$ cat src/logic/uart_rx_pkg.sv
// Constants, register map and state encoding of the serial receive, error, interrupt and
// wake-up block.
// Assumes a 100 MHz system clock and an APB master with 32-bit data.
//
// Summary of operation
// - Receive buffer holds two whole words while a third is being shifted in.
// - Third word into a full buffer sets overrun, keeps buffer, may interrupt.
// - Overrun flag clears only after a status read then a buffer read.
// - Noisy word still stored; noise flag rises with data-available, no own interrupt.
// - Noise flag resets after a status read then a buffer read.
// - Low sampled at either expected stop bit sets the framing error flag.
// - Parity error flag set on wrong parity only while parity checking is enabled.
// - Framing and parity flags stored per word; software reads them before data.
// - Any enabled source gives a low interrupt pulse to the processor.
// - Each transmit source has its own enable; receive sources except address detect share one.
// - Address detect raises the interrupt without a flag, only when enabled.
// - Receive-pin wake-up raises the interrupt when wake and receive enables set.
// - Status flags are read-only and clear only through hardware access sequences.
// - With address detect on, data interrupt only when the top received bit is one.
// - With address detect off, every new word requests a data interrupt.
// - With the clock stopped, reception in progress pauses and later resumes.
// - Power down leaves status, control, baud and data registers unchanged.
// - With all wake enables set, a falling receive edge wakes the system.
// - Receive data during start-up is ignored; wake interrupt waits for start-up end.
// - Wake interrupt needs global and module enables; otherwise wake only.
// - Data-available flag clears after a status read then a buffer read.

package uart_rx_pkg;

  // =========================================================
  // Register byte offsets
  localparam logic [7:0] STATUS_OFFS = 8'h00;
  localparam logic [7:0] CTRL1_OFFS = 8'h04;
  localparam logic [7:0] CTRL2_OFFS = 8'h08;
  localparam logic [7:0] BAUD_OFFS = 8'h0c;
  localparam logic [7:0] RXBUF_OFFS = 8'h10;

  // =========================================================
  // Control register one fields
  localparam int MOD_EN_BIT = 0;
  localparam int NINE_BIT = 1;
  localparam int PAR_EN_BIT = 2;
  localparam int PAR_ODD_BIT = 3;
  localparam int TWO_STOP_BIT = 4;
  localparam logic [7:0] CTRL1_MASK = 8'h1f;
  localparam logic [7:0] CTRL1_RESET = 8'h00;

  // Control register two fields
  localparam int RX_EN_BIT = 0;
  localparam int RIE_BIT = 1;
  localparam int ADDR_EN_BIT = 2;
  localparam int WAKE_EN_BIT = 3;
  localparam int TEIE_BIT = 4;
  localparam int TIIE_BIT = 5;
  localparam logic [7:0] CTRL2_MASK = 8'h3f;
  localparam logic [7:0] CTRL2_RESET = 8'h00;
  localparam logic [7:0] BAUD_RESET = 8'h00;

  // Status register fields
  localparam int ST_AVAIL_BIT = 0;
  localparam int ST_OVR_BIT = 1;
  localparam int ST_NOISE_BIT = 2;
  localparam int ST_FRAME_ERR_FLAG_BIT = 3;
  localparam int ST_PARITY_ERR_FLAG_BIT = 4;
  localparam int ST_IDLE_BIT = 5;

  // Buffer entry layout: data in [8:0]
  localparam int ENT_NOISE_BIT = 9;
  localparam int ENT_FRAME_ERR_FLAG_BIT = 10;
  localparam int ENT_PARITY_ERR_FLAG_BIT = 11;

  // =========================================================
  // Framing and timing
  localparam logic [3:0] SAMPLE_POINT = 4'h8;
  localparam logic [3:0] LAST_BIT_8 = 4'h7;
  localparam logic [3:0] LAST_BIT_9 = 4'h8;
  localparam logic [1:0] FIFO_DEPTH = 2'h2;
  localparam int CLK_PERIOD_NS = 10;
  localparam int STARTUP_NS = 1000;
  localparam int STARTUP_CYCLES_INT = (STARTUP_NS + CLK_PERIOD_NS - 1) / CLK_PERIOD_NS;
  localparam logic [7:0] STARTUP_LAST = 8'(STARTUP_CYCLES_INT - 1);

  typedef enum logic [2:0] {
    RX_IDLE,
    RX_START,
    RX_DATA,
    RX_PARITY,
    RX_STOP1,
    RX_STOP2,
    RX_BREAK_WAIT
  } rx_state_t;

endpackage

$ cat src/logic/rx_sample_if.sv
// Link between the receive frame logic and its oversampling majority sampler.
// Assumes both ends run on the same system clock.
`timescale 1ns/1ns
`default_nettype none

interface rx_sample_if;
  logic os_tick;
  logic rx_level;
  logic bit_value;
  logic bit_noise;

  modport frame (output os_tick, output rx_level, input bit_value, input bit_noise);
  modport sampler (input os_tick, input rx_level, output bit_value, output bit_noise);
endinterface

`default_nettype wire

$ cat src/logic/rx_bit_sampler.sv
// Three-sample majority detector with noise indication.
// Assumes rx_level is already synchronised and os_tick is a one-cycle strobe.
`timescale 1ns/1ns
`default_nettype none

module rx_bit_sampler (
  // Clock and reset
  input wire logic clk,
  input wire logic nrst,
  // Sample link
  rx_sample_if.sampler bus
);
  typedef struct packed {
    logic [2:0] win;
    logic value;
    logic noise;
  } samp_t;

  samp_t samp_reg;
  samp_t samp_next;
  logic [2:0] w;

  always_comb
  begin
    samp_next = samp_reg;
    w = {samp_reg.win[1:0], bus.rx_level};
    if (bus.os_tick)
    begin
      samp_next.win = w;
      samp_next.value = (w[0] & w[1]) | (w[0] & w[2]) | (w[1] & w[2]);
      // Disagreeing samples mark noise
      samp_next.noise = (|w) & ~(&w);
    end
  end

  always_ff @(posedge clk or negedge nrst)
  begin
    if (!nrst)
      samp_reg <= '0;
    else
      samp_reg <= samp_next;
  end

  assign bus.bit_value = samp_reg.value;
  assign bus.bit_noise = samp_reg.noise;
endmodule

`default_nettype wire

$ cat src/logic/uart_rx_errors_irq_wakeup.sv
// Serial receiver with two-word buffer, error flags, interrupt pulse and pin wake-up.
// Assumes an APB master on clk, a transmitter that reports its flags on clk,
// and a system that gates clk or raises power_down while asleep.
//
// Local design decisions: register access over APB and the register offsets.
`timescale 1ns/1ns
`default_nettype none

module uart_rx_errors_irq_wakeup (
  // Clock and reset
  input wire logic clk,
  input wire logic nrst,
  // APB slave
  input wire logic psel,
  input wire logic penable,
  input wire logic pwrite,
  input wire logic [7:0] paddr,
  input wire logic [31:0] pwdata,
  input wire logic [3:0] pstrb,
  output logic [31:0] prdata,
  output logic pready,
  output logic pslverr,
  // Serial line
  input wire logic rx_pin,
  // Transmitter flags
  input wire logic tx_buf_empty,
  input wire logic tx_idle,
  // System control
  input wire logic power_down,
  input wire logic global_irq_enable,
  input wire logic serial_irq_enable,
  // Interrupt and wake-up
  output logic irq_n,
  output logic wake_req
);
  typedef struct packed {
    logic rx_low_meta;
    logic rx_low_sync;
    logic rx_low_prev;
    logic [7:0] ctrl1;
    logic [7:0] ctrl2;
    logic [7:0] baud;
    logic [7:0] div;
    logic [3:0] os_cnt;
    uart_rx_pkg::rx_state_t state;
    logic [3:0] bit_cnt;
    logic [8:0] shift;
    logic par_acc;
    logic noise_acc;
    logic frame_err_flag_acc;
    logic [1:0][11:0] mem;
    logic wr_ptr;
    logic rd_ptr;
    logic [1:0] count;
    logic overrun;
    logic armed;
    logic ack;
    logic [31:0] prdata;
    logic pslverr;
    logic irq;
    logic wake;
    logic starting;
    logic [7:0] startup;
    logic txe_prev;
    logic txi_prev;
  } state_t;

  state_t st_reg;
  state_t st_next;
  rx_sample_if smp();

  logic acc, done, rd_buf, clear_seq, avail, run, os_tick, sample;
  logic mod_en, rx_en, rx_irq_enable, addr_en, wake_en, nine, par_en, two_stop;
  logic word_done, word_msb, fin_frame_err_flag, fin_parity_err_flag, push, pop, ovr_ev;
  logic rx_ev, addr_ev, other_ev, wake_irq_ev, fall_edge, v;
  logic [11:0] head;
  logic [8:0] word_data;
  logic [3:0] last_bit;

  rx_bit_sampler u_sampler (
    .clk(clk),
    .nrst(nrst),
    .bus(smp.sampler)
  );

  assign smp.os_tick = os_tick;
  assign smp.rx_level = ~st_reg.rx_low_sync;

  // =========================================================
  // Next-state logic
  always_comb
  begin
    st_next = st_reg;
    acc = psel & penable & ~st_reg.ack;
    done = psel & penable & st_reg.ack;
    avail = (st_reg.count != 2'h0);
    head = st_reg.mem[st_reg.rd_ptr];
    rd_buf = done & ~pwrite & (paddr == uart_rx_pkg::RXBUF_OFFS);
    clear_seq = rd_buf & st_reg.armed;
    mod_en = st_reg.ctrl1[uart_rx_pkg::MOD_EN_BIT];
    nine = st_reg.ctrl1[uart_rx_pkg::NINE_BIT];
    par_en = st_reg.ctrl1[uart_rx_pkg::PAR_EN_BIT];
    two_stop = st_reg.ctrl1[uart_rx_pkg::TWO_STOP_BIT];
    rx_en = st_reg.ctrl2[uart_rx_pkg::RX_EN_BIT];
    rx_irq_enable = st_reg.ctrl2[uart_rx_pkg::RIE_BIT];
    addr_en = st_reg.ctrl2[uart_rx_pkg::ADDR_EN_BIT];
    wake_en = st_reg.ctrl2[uart_rx_pkg::WAKE_EN_BIT];
    last_bit = nine ? uart_rx_pkg::LAST_BIT_9 : uart_rx_pkg::LAST_BIT_8;
    fall_edge = st_reg.rx_low_sync & ~st_reg.rx_low_prev;
    // Paused while asleep, held idle while the system restarts
    run = mod_en & rx_en & ~power_down & ~st_reg.starting;
    v = smp.bit_value;
    os_tick = 1'b0;
    sample = 1'b0;
    word_done = 1'b0;
    fin_frame_err_flag = st_reg.frame_err_flag_acc;
    // Parity sum over data and parity bit is odd for odd parity
    fin_parity_err_flag = par_en & (st_reg.par_acc ^ st_reg.ctrl1[uart_rx_pkg::PAR_ODD_BIT]);
    // The top received bit sits in shift[8] for both word lengths
    word_msb = st_reg.shift[8];
    word_data = nine ? st_reg.shift : {1'b0, st_reg.shift[8:1]};
    push = 1'b0;
    pop = 1'b0;
    ovr_ev = 1'b0;
    wake_irq_ev = 1'b0;

    st_next.rx_low_meta = ~rx_pin;
    st_next.rx_low_sync = st_reg.rx_low_meta;
    st_next.rx_low_prev = st_reg.rx_low_sync;
    st_next.txe_prev = tx_buf_empty;
    st_next.txi_prev = tx_idle;

    // =======================================================
    // Baud divider, sixteen ticks per bit
    if (run)
    begin
      if (st_reg.div >= st_reg.baud)
      begin
        st_next.div = 8'h00;
        os_tick = 1'b1;
      end
      else
        st_next.div = st_reg.div + 8'h01;
    end

    // =======================================================
    // Frame receiver
    if (run && st_reg.state != uart_rx_pkg::RX_IDLE && os_tick)
    begin
      st_next.os_cnt = st_reg.os_cnt + 4'h1;
      sample = (st_reg.os_cnt == uart_rx_pkg::SAMPLE_POINT);
    end
    if (st_reg.starting || !mod_en || !rx_en)
      st_next.state = uart_rx_pkg::RX_IDLE;
    else if (run)
    begin
      case (st_reg.state)
        uart_rx_pkg::RX_IDLE:
        begin
          if (st_reg.rx_low_sync)
          begin
            st_next.state = uart_rx_pkg::RX_START;
            st_next.os_cnt = 4'h0;
            st_next.bit_cnt = 4'h0;
            st_next.par_acc = 1'b0;
            st_next.noise_acc = 1'b0;
            st_next.frame_err_flag_acc = 1'b0;
          end
        end
        uart_rx_pkg::RX_START:
        begin
          if (sample)
          begin
            st_next.noise_acc = smp.bit_noise;
            st_next.state = v ? uart_rx_pkg::RX_IDLE : uart_rx_pkg::RX_DATA;
          end
        end
        uart_rx_pkg::RX_DATA:
        begin
          if (sample)
          begin
            st_next.shift = {v, st_reg.shift[8:1]};
            st_next.par_acc = st_reg.par_acc ^ v;
            st_next.noise_acc = st_reg.noise_acc | smp.bit_noise;
            st_next.bit_cnt = st_reg.bit_cnt + 4'h1;
            if (st_reg.bit_cnt == last_bit)
              st_next.state = par_en ? uart_rx_pkg::RX_PARITY : uart_rx_pkg::RX_STOP1;
          end
        end
        uart_rx_pkg::RX_PARITY:
        begin
          if (sample)
          begin
            st_next.par_acc = st_reg.par_acc ^ v;
            st_next.noise_acc = st_reg.noise_acc | smp.bit_noise;
            st_next.state = uart_rx_pkg::RX_STOP1;
          end
        end
        uart_rx_pkg::RX_STOP1, uart_rx_pkg::RX_STOP2:
        begin
          if (sample)
          begin
            // Either stop bit low is a framing error
            fin_frame_err_flag = st_reg.frame_err_flag_acc | ~v;
            st_next.noise_acc = st_reg.noise_acc | smp.bit_noise;
            if (st_reg.state == uart_rx_pkg::RX_STOP1 && two_stop)
            begin
              st_next.frame_err_flag_acc = fin_frame_err_flag;
              st_next.state = uart_rx_pkg::RX_STOP2;
            end
            else
            begin
              word_done = 1'b1;
              // After a break wait for the line to return high
              st_next.state = fin_frame_err_flag ? uart_rx_pkg::RX_BREAK_WAIT : uart_rx_pkg::RX_IDLE;
            end
          end
        end
        uart_rx_pkg::RX_BREAK_WAIT:
        begin
          if (!st_reg.rx_low_sync)
            st_next.state = uart_rx_pkg::RX_IDLE;
        end
        default:
          st_next.state = uart_rx_pkg::RX_IDLE;
      endcase
    end

    // =======================================================
    // Two-word buffer with per-word error flags
    if (word_done)
    begin
      if (st_reg.count == uart_rx_pkg::FIFO_DEPTH && !rd_buf)
        ovr_ev = 1'b1;
      else
      begin
        push = 1'b1;
        st_next.mem[st_reg.wr_ptr] = {fin_parity_err_flag, fin_frame_err_flag, st_reg.noise_acc | smp.bit_noise,
                                      word_data};
        st_next.wr_ptr = ~st_reg.wr_ptr;
      end
    end
    if (rd_buf && avail)
    begin
      pop = 1'b1;
      st_next.rd_ptr = ~st_reg.rd_ptr;
    end
    case ({push, pop})
      2'b10: st_next.count = st_reg.count + 2'h1;
      2'b01: st_next.count = st_reg.count - 2'h1;
      default: st_next.count = st_reg.count;
    endcase
    // A buffer read in the same cycle frees a slot, so no new overrun rises and the clear wins
    st_next.overrun = ovr_ev | (st_reg.overrun & ~clear_seq);
    if (done && !pwrite && paddr == uart_rx_pkg::STATUS_OFFS)
      st_next.armed = 1'b1;
    else if (rd_buf)
      st_next.armed = 1'b0;

    // =======================================================
    // Power-down wake-up and start-up delay
    st_next.wake = 1'b0;
    if (st_reg.starting)
    begin
      if (st_reg.startup == uart_rx_pkg::STARTUP_LAST)
      begin
        st_next.starting = 1'b0;
        // Interrupt only after start-up and only with system enables
        wake_irq_ev = wake_en & rx_irq_enable & global_irq_enable & serial_irq_enable;
      end
      else
        st_next.startup = st_reg.startup + 8'h01;
    end
    else if (power_down && wake_en && mod_en && rx_en && rx_irq_enable && fall_edge)
    begin
      st_next.wake = 1'b1;
      st_next.starting = 1'b1;
      st_next.startup = 8'h00;
    end

    // =======================================================
    // Interrupt sources
    rx_ev = push & rx_irq_enable & (~addr_en | word_msb);
    addr_ev = word_done & addr_en & word_msb;
    other_ev = (ovr_ev & rx_irq_enable)
             | (tx_buf_empty & ~st_reg.txe_prev & st_reg.ctrl2[uart_rx_pkg::TEIE_BIT])
             | (tx_idle & ~st_reg.txi_prev & st_reg.ctrl2[uart_rx_pkg::TIIE_BIT])
             | addr_ev | wake_irq_ev;
    st_next.irq = rx_ev | other_ev;

    // =======================================================
    // APB: one wait state, side effects at the completing edge
    st_next.ack = acc;
    if (acc)
    begin
      st_next.pslverr = 1'b0;
      st_next.prdata = 32'h0000_0000;
      case (paddr)
        uart_rx_pkg::STATUS_OFFS:
        begin
          st_next.prdata[uart_rx_pkg::ST_AVAIL_BIT] = avail;
          st_next.prdata[uart_rx_pkg::ST_OVR_BIT] = st_reg.overrun;
          st_next.prdata[uart_rx_pkg::ST_NOISE_BIT] = avail & head[uart_rx_pkg::ENT_NOISE_BIT];
          st_next.prdata[uart_rx_pkg::ST_FRAME_ERR_FLAG_BIT] = avail & head[uart_rx_pkg::ENT_FRAME_ERR_FLAG_BIT];
          st_next.prdata[uart_rx_pkg::ST_PARITY_ERR_FLAG_BIT] = avail & head[uart_rx_pkg::ENT_PARITY_ERR_FLAG_BIT];
          st_next.prdata[uart_rx_pkg::ST_IDLE_BIT] = (st_reg.state == uart_rx_pkg::RX_IDLE);
        end
        uart_rx_pkg::CTRL1_OFFS: st_next.prdata[7:0] = st_reg.ctrl1;
        uart_rx_pkg::CTRL2_OFFS: st_next.prdata[7:0] = st_reg.ctrl2;
        uart_rx_pkg::BAUD_OFFS: st_next.prdata[7:0] = st_reg.baud;
        uart_rx_pkg::RXBUF_OFFS: st_next.prdata[8:0] = avail ? head[8:0] : 9'h000;
        default: st_next.pslverr = 1'b1;
      endcase
    end
    // Status and buffer are read-only; power_down never touches these
    if (done && pwrite && pstrb[0])
    begin
      case (paddr)
        uart_rx_pkg::CTRL1_OFFS: st_next.ctrl1 = pwdata[7:0] & uart_rx_pkg::CTRL1_MASK;
        uart_rx_pkg::CTRL2_OFFS: st_next.ctrl2 = pwdata[7:0] & uart_rx_pkg::CTRL2_MASK;
        uart_rx_pkg::BAUD_OFFS: st_next.baud = pwdata[7:0];
        default: st_next.baud = st_reg.baud;
      endcase
    end
  end

  always_ff @(posedge clk or negedge nrst)
  begin
    if (!nrst)
      st_reg <= '0;
    else
      st_reg <= st_next;
  end

  assign prdata = st_reg.prdata;
  assign pready = done;
  assign pslverr = st_reg.pslverr;
  assign irq_n = ~st_reg.irq;
  assign wake_req = st_reg.wake;
endmodule

`default_nettype wire

$ cat config.mk
export PLATFORM = sky130hd
export DESIGN_NAME = uart_rx_errors_irq_wakeup
export DESIGN_NICKNAME = d
export VERILOG_FILES = /design/src/logic/uart_rx_pkg.sv /design/src/logic/rx_sample_if.sv /design/src/logic/rx_bit_sampler.sv /design/src/logic/uart_rx_errors_irq_wakeup.sv
export SDC_FILE = /design/constraint.sdc
export NUM_CORES = 1
export LEC_CHECK = 0
export BUFFER_PORTS_ARGS = -buffer_cell sky130_fd_sc_hd__buf_2
export CORE_UTILIZATION = 57
export CTS_CLUSTER_DIAMETER = 80
export DETAILED_ROUTE_END_ITERATION = 8
export PLACE_DENSITY_LB_ADDON = 0.05
export SYNTH_ARGS = -nofsm -noshare
export SYNTH_HDL_FRONTEND = slang
export SYNTH_HIERARCHICAL = 1
export SYNTH_SLANG_ARGS = --single-unit
$ cat constraint.sdc
create_clock -name clk -period 3.25 [get_ports clk]
set_input_delay 0.325 -clock clk [delete_from_list [all_inputs] [get_ports clk]]
set_output_delay 0.325 -clock clk [all_outputs]
set_load 0.02 [all_outputs]
Word-level counts from Yosys, hierarchy flattened:

Index checks and enable logic that the tools add are counted.

* output and inout bits: 36
* bits of input ports: 55
* register bits after elaboration: 111

* mux-type cells: 67
* add/subtract/negate cells: 6
* equal/unequal tests: 30
* reduce and logical (&&, ||, !) cells: 48
* magnitude comparators: 4
* bitwise gates (word level): 62

Operators with widths (number)
* 2-to-1 mux 12 bit: 3
* 2-to-1 mux 9 bit: 4
* AND 1 bit: 31
* 2-to-1 mux 3 bit: 10
* one-hot mux 6 bit (5 select lines): 1
* 2-to-1 mux 1 bit: 27
* bitwise mux 24 bit: 1
* 2-to-1 mux 23 bit: 1
* inequality test 3 bit (second input constant): 7
* 2-to-1 mux 18 bit: 1
* NOT 1 bit: 18
* one-hot mux 3 bit (6 select lines): 1
* adder 8 x 1 -> 8 bit (second input constant): 2
* == test 8 x 4 -> 1 bit (second input constant): 2
* 2-to-1 mux 4 bit: 4
* 2-to-1 mux 8 bit: 2
* AND reduction 8 bit: 2
* logical AND 1 bit: 15
* inequality test 2 bit (second input constant): 7
* nonzero test 2 bit: 7
* demux 12 bit (select 1 bit): 1
* AND reduction 6 bit: 2
* 2-to-1 mux 11 bit: 1
* OR 1 bit: 11
* 37 further kinds: 56

Logic depth before layout (Yosys ltp):

* depth in word-level cells: 17
* mapped depth: 12
* gate-level depth less buffers: 11

Modules after synthesis:

The synthesis kept the hierarchy.

Modules (own cells, without submodules)
* uart_rx_errors_irq_wakeup: area an instance 5766.8 µm², seq. area each 2677.6 µm², times used 1, cells an instance 536
* rx_bit_sampler: area an instance 168.9 µm², seq. area each 100.1 µm², times used 1, cells an instance 14

Worst setup path after synthesis:

OpenSTA, ideal clock, no wires.

* path type: reg-to-reg
* start point: register st_reg[100] (netlist name)
* end point: register st_reg[50] (netlist name)
* library setup time: 0.080 ns
* setup slack: 0.778 ns
* stages on the path, launching flop included: 12
* arrival time: 2.392 ns
* cell sequence: dfrtp_1 > inv_1 > ha_1 > nand2b_1 > a2111oi_2 > o31ai_2 > buf_2 > and3_1 > nand3_1 > ha_1 > nor2_1 > xnor2_1

* word-level cells in the longest chain between the ends: 12
* elaborated cells between the ends (all ways): 14
* those cells by class: order compare: 1; eq/ne: 2; mux: 9; reduce/logical: 2

Ends and longest elaborated chain
* start, declared: line uart_rx_errors_irq_wakeup.sv:68 `state_t st_reg;`
* start signal, assigned: line uart_rx_errors_irq_wakeup.sv:332 `st_reg <= st_next;`
* greater-or-equal comparator 8 bit (*): line uart_rx_errors_irq_wakeup.sv:137 `if (st_reg.div >= st_reg.baud)`
* 2-to-1 mux 1 bit (*): line uart_rx_errors_irq_wakeup.sv:137
* 2-to-1 mux 1 bit (*): line uart_rx_errors_irq_wakeup.sv:135 `if (run)`
* logical AND 1 bit (*): line uart_rx_errors_irq_wakeup.sv:148 `if (run && st_reg.state != uart_rx_pkg::RX_IDLE && os_tick)`
* 2-to-1 mux 1 bit (*): line uart_rx_errors_irq_wakeup.sv:148
* 2-to-1 mux 1 bit (*): line uart_rx_errors_irq_wakeup.sv:201 `if (sample)`
* 2-to-1 mux 1 bit (*): line uart_rx_errors_irq_wakeup.sv:157 `case (st_reg.state)`
* 2-to-1 mux 1 bit (*): line uart_rx_errors_irq_wakeup.sv:155 `else if (run)`
* 2-to-1 mux 1 bit (*): line uart_rx_errors_irq_wakeup.sv:153 `if (st_reg.starting || !mod_en || !rx_en)`
* 2-to-1 mux 1 bit (*): line uart_rx_errors_irq_wakeup.sv:231 `if (word_done)`
* == test 2 x 1 -> 1 bit / == test 2 bit (equally long branches): line uart_rx_errors_irq_wakeup.sv:248 `case ({push, pop})`
* one-hot mux 2 bit (2 select lines) / nonzero test 2 bit (equally long branches)

Every way passes the cells marked *; elsewhere a longest branch is shown, timed or not.
A chain may end at the register's enable or synchronous reset.

Worst setup path after layout:

Ends and elaborated chain as after synthesis.

==> flow_metrics.py <==
metrics = {
    "clocking": {
        "cts_tree": "built",
        "clk-insertion-delay-late_ns": 0.40,
        "cts_buffer_depth": 2,
        "htree_levels": 3,
        "cts_resized": 0,
        "post_cts_buffers": 0,
        "cts_sinks": 111,
        "clock_tree.root_cell": "clkbuf_8",
        "cts_buffers": 9,
        "hold_buffers": 1,
        "clkTransAtPathRegs_ns": 0.10,
    },
    "synth": {
        "synthTopCellsByArea": "dfrtp_1 47%, mux2_2 10%, buf_4 4.0%",
        "synthesis.instances": 550,
        "synth-seq-area-share_pct": 46.80,
        "yosys_warnings": 6,
        "yosysTopAreaCell": "dfrtp_1",
        "yosys.cell_count.top_type": "dfrtp_1",
        "avgSynthCellArea_um2": 10.79,
        "synth_top_area_share_pct": 46.80,
        "synth_edf_count": 0,
        "netlist_area_um2": 5936,
        "yosysUniqueCellTypes": 70,
        "ys_seq_elements": 111,
        "synth_ff_type": "dfrtp_1",
        "synthArstFlopShare_pct": 100.0,
        "synth_commonest_cells": "111 x dfrtp_1, 53 x mux2_2, 44 x nand2_1, 38 x nor2_1, 34 x o21ai_0",
    },
    "routing": {
        "drc_errors": 0,
        "wl_per_cell_um": 16.49,
        "drtAntennaViolNets": 0,
        "vias": 4056,
        "drt-total-wl_um": 11870,
        "highest_layer": "met4",
        "viasPerCell": 5.633,
        "met2_length_um": 5347,
        "drtIter0Drc": 183,
        "drt-met1-wl_um": 5585,
        "drt-pass1-iter-count": 5,
        "wl_met3_um": 718,
    },
    "power": {
        "power_frac_comb_pct": 5.0,
        "p_clk_share_pct": 36.0,
        "pwr-share-seq_pct": 59.0,
        "internal-power_uw": 1784,
        "switchingPower_uw": 581.4,
        "p_leak_uw": 0.003005,
        "irDropWorstVdd_v": 0.0003310,
        "p_sw_share_pct": 24.58,
        "p_per_area_nw_per_um2": 374.2,
    },
    "die": {
        "start_util_pct": 59.63,
        "die-height_um": 104.0,
        "die_w_um": 104.0,
        "io_pins": 91,
        "rows": 36,
        "design.die.area_um2": 10830,
        "coreArea_um2": 9955,
    },
    "timing": {
        "layout_min_cycle_time_ns": 2.683,
        "fmax_mhz": 372.7,
        "finClkSkew_ns": 0.02103,
        "slew_headroom_pct": 49.99,
        "final.setup.tns_ns": 0,
        "slew_viol_final": 0,
        "finalSetupViolations": 0,
        "finalCritPeriodShare_pct": 82.57,
        "hold_violations": 0,
        "rsz0062_at_grt": "false",
        "worstMarginPinSlew_ns": 0.7439,
    },
    "finish": {
        "largest_reg_flops": 88,
        "insertedDiodeCount": 0,
        "drive_gt1_share_pct": 24.02,
        "finish.net_count": 651,
        "area_growth_pct": 6.471,
        "design_area_um2": 6320,
    },
    "worst_setup_path": {
        "cp_max_fo": 12,
        "crit_top_cell": "ha_1",
        "crit_chain": "inv_1, ha_1, nand2b_1, a2111oi_2, o31ai_2, buf_4, and3_1, nand3_1, ha_1, nor2_1, xnor2_1",
        "critPathSlowestCell": "a2111oi_2",
        "worstPathRequired_ns": 3.57,
        "path_buf_inv": 2,
        "cp_top_family": "simple AND/OR/NAND/NOR gates",
        "end_kind": "flop",
        "start_kind": "flop",
        "cp.arrival_ns": 3.00,
        "crit_path_max_incr_delay_ns": 0.45,
        "criticalPathCategory": "flop to flop",
    },
    "grt": {
        "grt_pass1_wl_um": 20010,
        "grt.total_usage_pct": 23.80,
        "grt_pass1_vias": 3931,
        "grt_max_degree": 56,
        "antenna_found_initial": 0,
        "grt_overflow": 0,
    },
    "outcome": {
        "status": "finished, final reports clean",
    },
    "placement": {
        "dp_hpwl_um": 8773,
        "place_area_um2": 6106,
        "gp_congestion": 0.8153,
        "numPortBuffers": 40,
    },
    "job": {
        "cap_viol_max_count": 0,
    },
    "min_path": {
        "hp-class": "primary input to flop",
    },
}
## layout by cell type (no fill, tap or decap), drive strengths merged, types with 7 or more instances in the layout
master	count
inv	27
ha	14
xnor2	7
clkbuf	9
conb	23
nand2	45
dfrtp	111
xor2	9
nor2	39
mux2	62
and3	9
o21ai	34
mux2i	19
buf	47
nor3	10
nand3	20
a21oi	22
## per-layer routing
layer	vias up	track usage (%)
met5	-	0
met4	0	7.347
met3	16	7.393
met2	124	35.62
met1	1967	33.14
li1	1949	-
## area by class of cell
class | instances | area [µm²]
inverter | 25 | 93.84
clock inverter | 7 | 80.08
clock buffer | 9 | 123.9
timing repair buffer | 48 | 265.3
multi-input combinational | 387 | 2813
sequential | 111 | 2778
fill | 844 | 3635
tap | 133 | 166.4
## path summary, 6_finish.rpt
check                                   startpoint                      end  slack, ns  cells past startpoint
max                        st_reg[100]$_DFFE_PN0P_   st_reg[50]$_DFFE_PN0P_       0.57                     11
min                                   tx_buf_empty      st_reg[1]$_DFF_PN0_       0.05                      1
max reg2reg                st_reg[100]$_DFFE_PN0P_   st_reg[50]$_DFFE_PN0P_       0.57                     11
min reg2reg                 st_next[133]$_DFF_PN0_   st_next[132]$_DFF_PN0_       0.37                      0
max in group asynchronous                     nrst    prdata[3]$_DFFE_PN0P_       1.90                      3
min in group asynchronous                     nrst  st_reg[115]$_DFFE_PN0P_       0.50                      2
## logic make-up (layout without fill, tap and decap cells)
| family | after synthesis | count (layout) | share of synthesized area, % |
|---|---|---|---|
| AND/OR/NAND/NOR | 163 | 163 | 15.22 |
| flip-flops | 111 | 111 | 46.80 |
| AO/OA/AOI/OAI | 89 | 89 | 9.549 |
| XOR/XNOR | 16 | 16 | 2.361 |
| adder cells (fa/ha/maj) | 14 | 14 | 2.951 |
| buffers and inverters | 74 | 89 | 7.209 |
| other | 1 | 23 | 0.06318 |
| multiplexers | 82 | 82 | 15.85 |
## power groups by stage
| stage | logic (µW) | registers [µW] | clock network, µW |
|---|---|---|---|
| after global routing | 135 | 1400 | 933 |
| after floorplan | 80.9 | 1420 | 0 |
| after CTS | 121 | 1390 | 884 |
| final | 119 | 1390 | 851 |
| after global placement | 117 | 1420 | 0 |
| after detailed placement | 120 | 1420 | 0 |
## metrics by stage
stage / total power [µW] / setup slack (ns) / hold WS (ns) / std cells / util (%)
after floorplan: 1502 / 0.7779 / 0.02941 / 572 / -
after detailed placement: 1541 / 0.5773 / 0.3536 / 703 / 61.34
after global routing: 2464 / 0.3365 / 0.02340 / 720 / 63.49
after global placement: 1539 / 0.6279 / 0.3379 / 703 / 61.34
after CTS: 2400 / 0.5399 / 0.02329 / 720 / 63.49
final: 2365 / 0.5666 / 0.04930 / 720 / 63.49
Power figures use the tool's default switching activity.
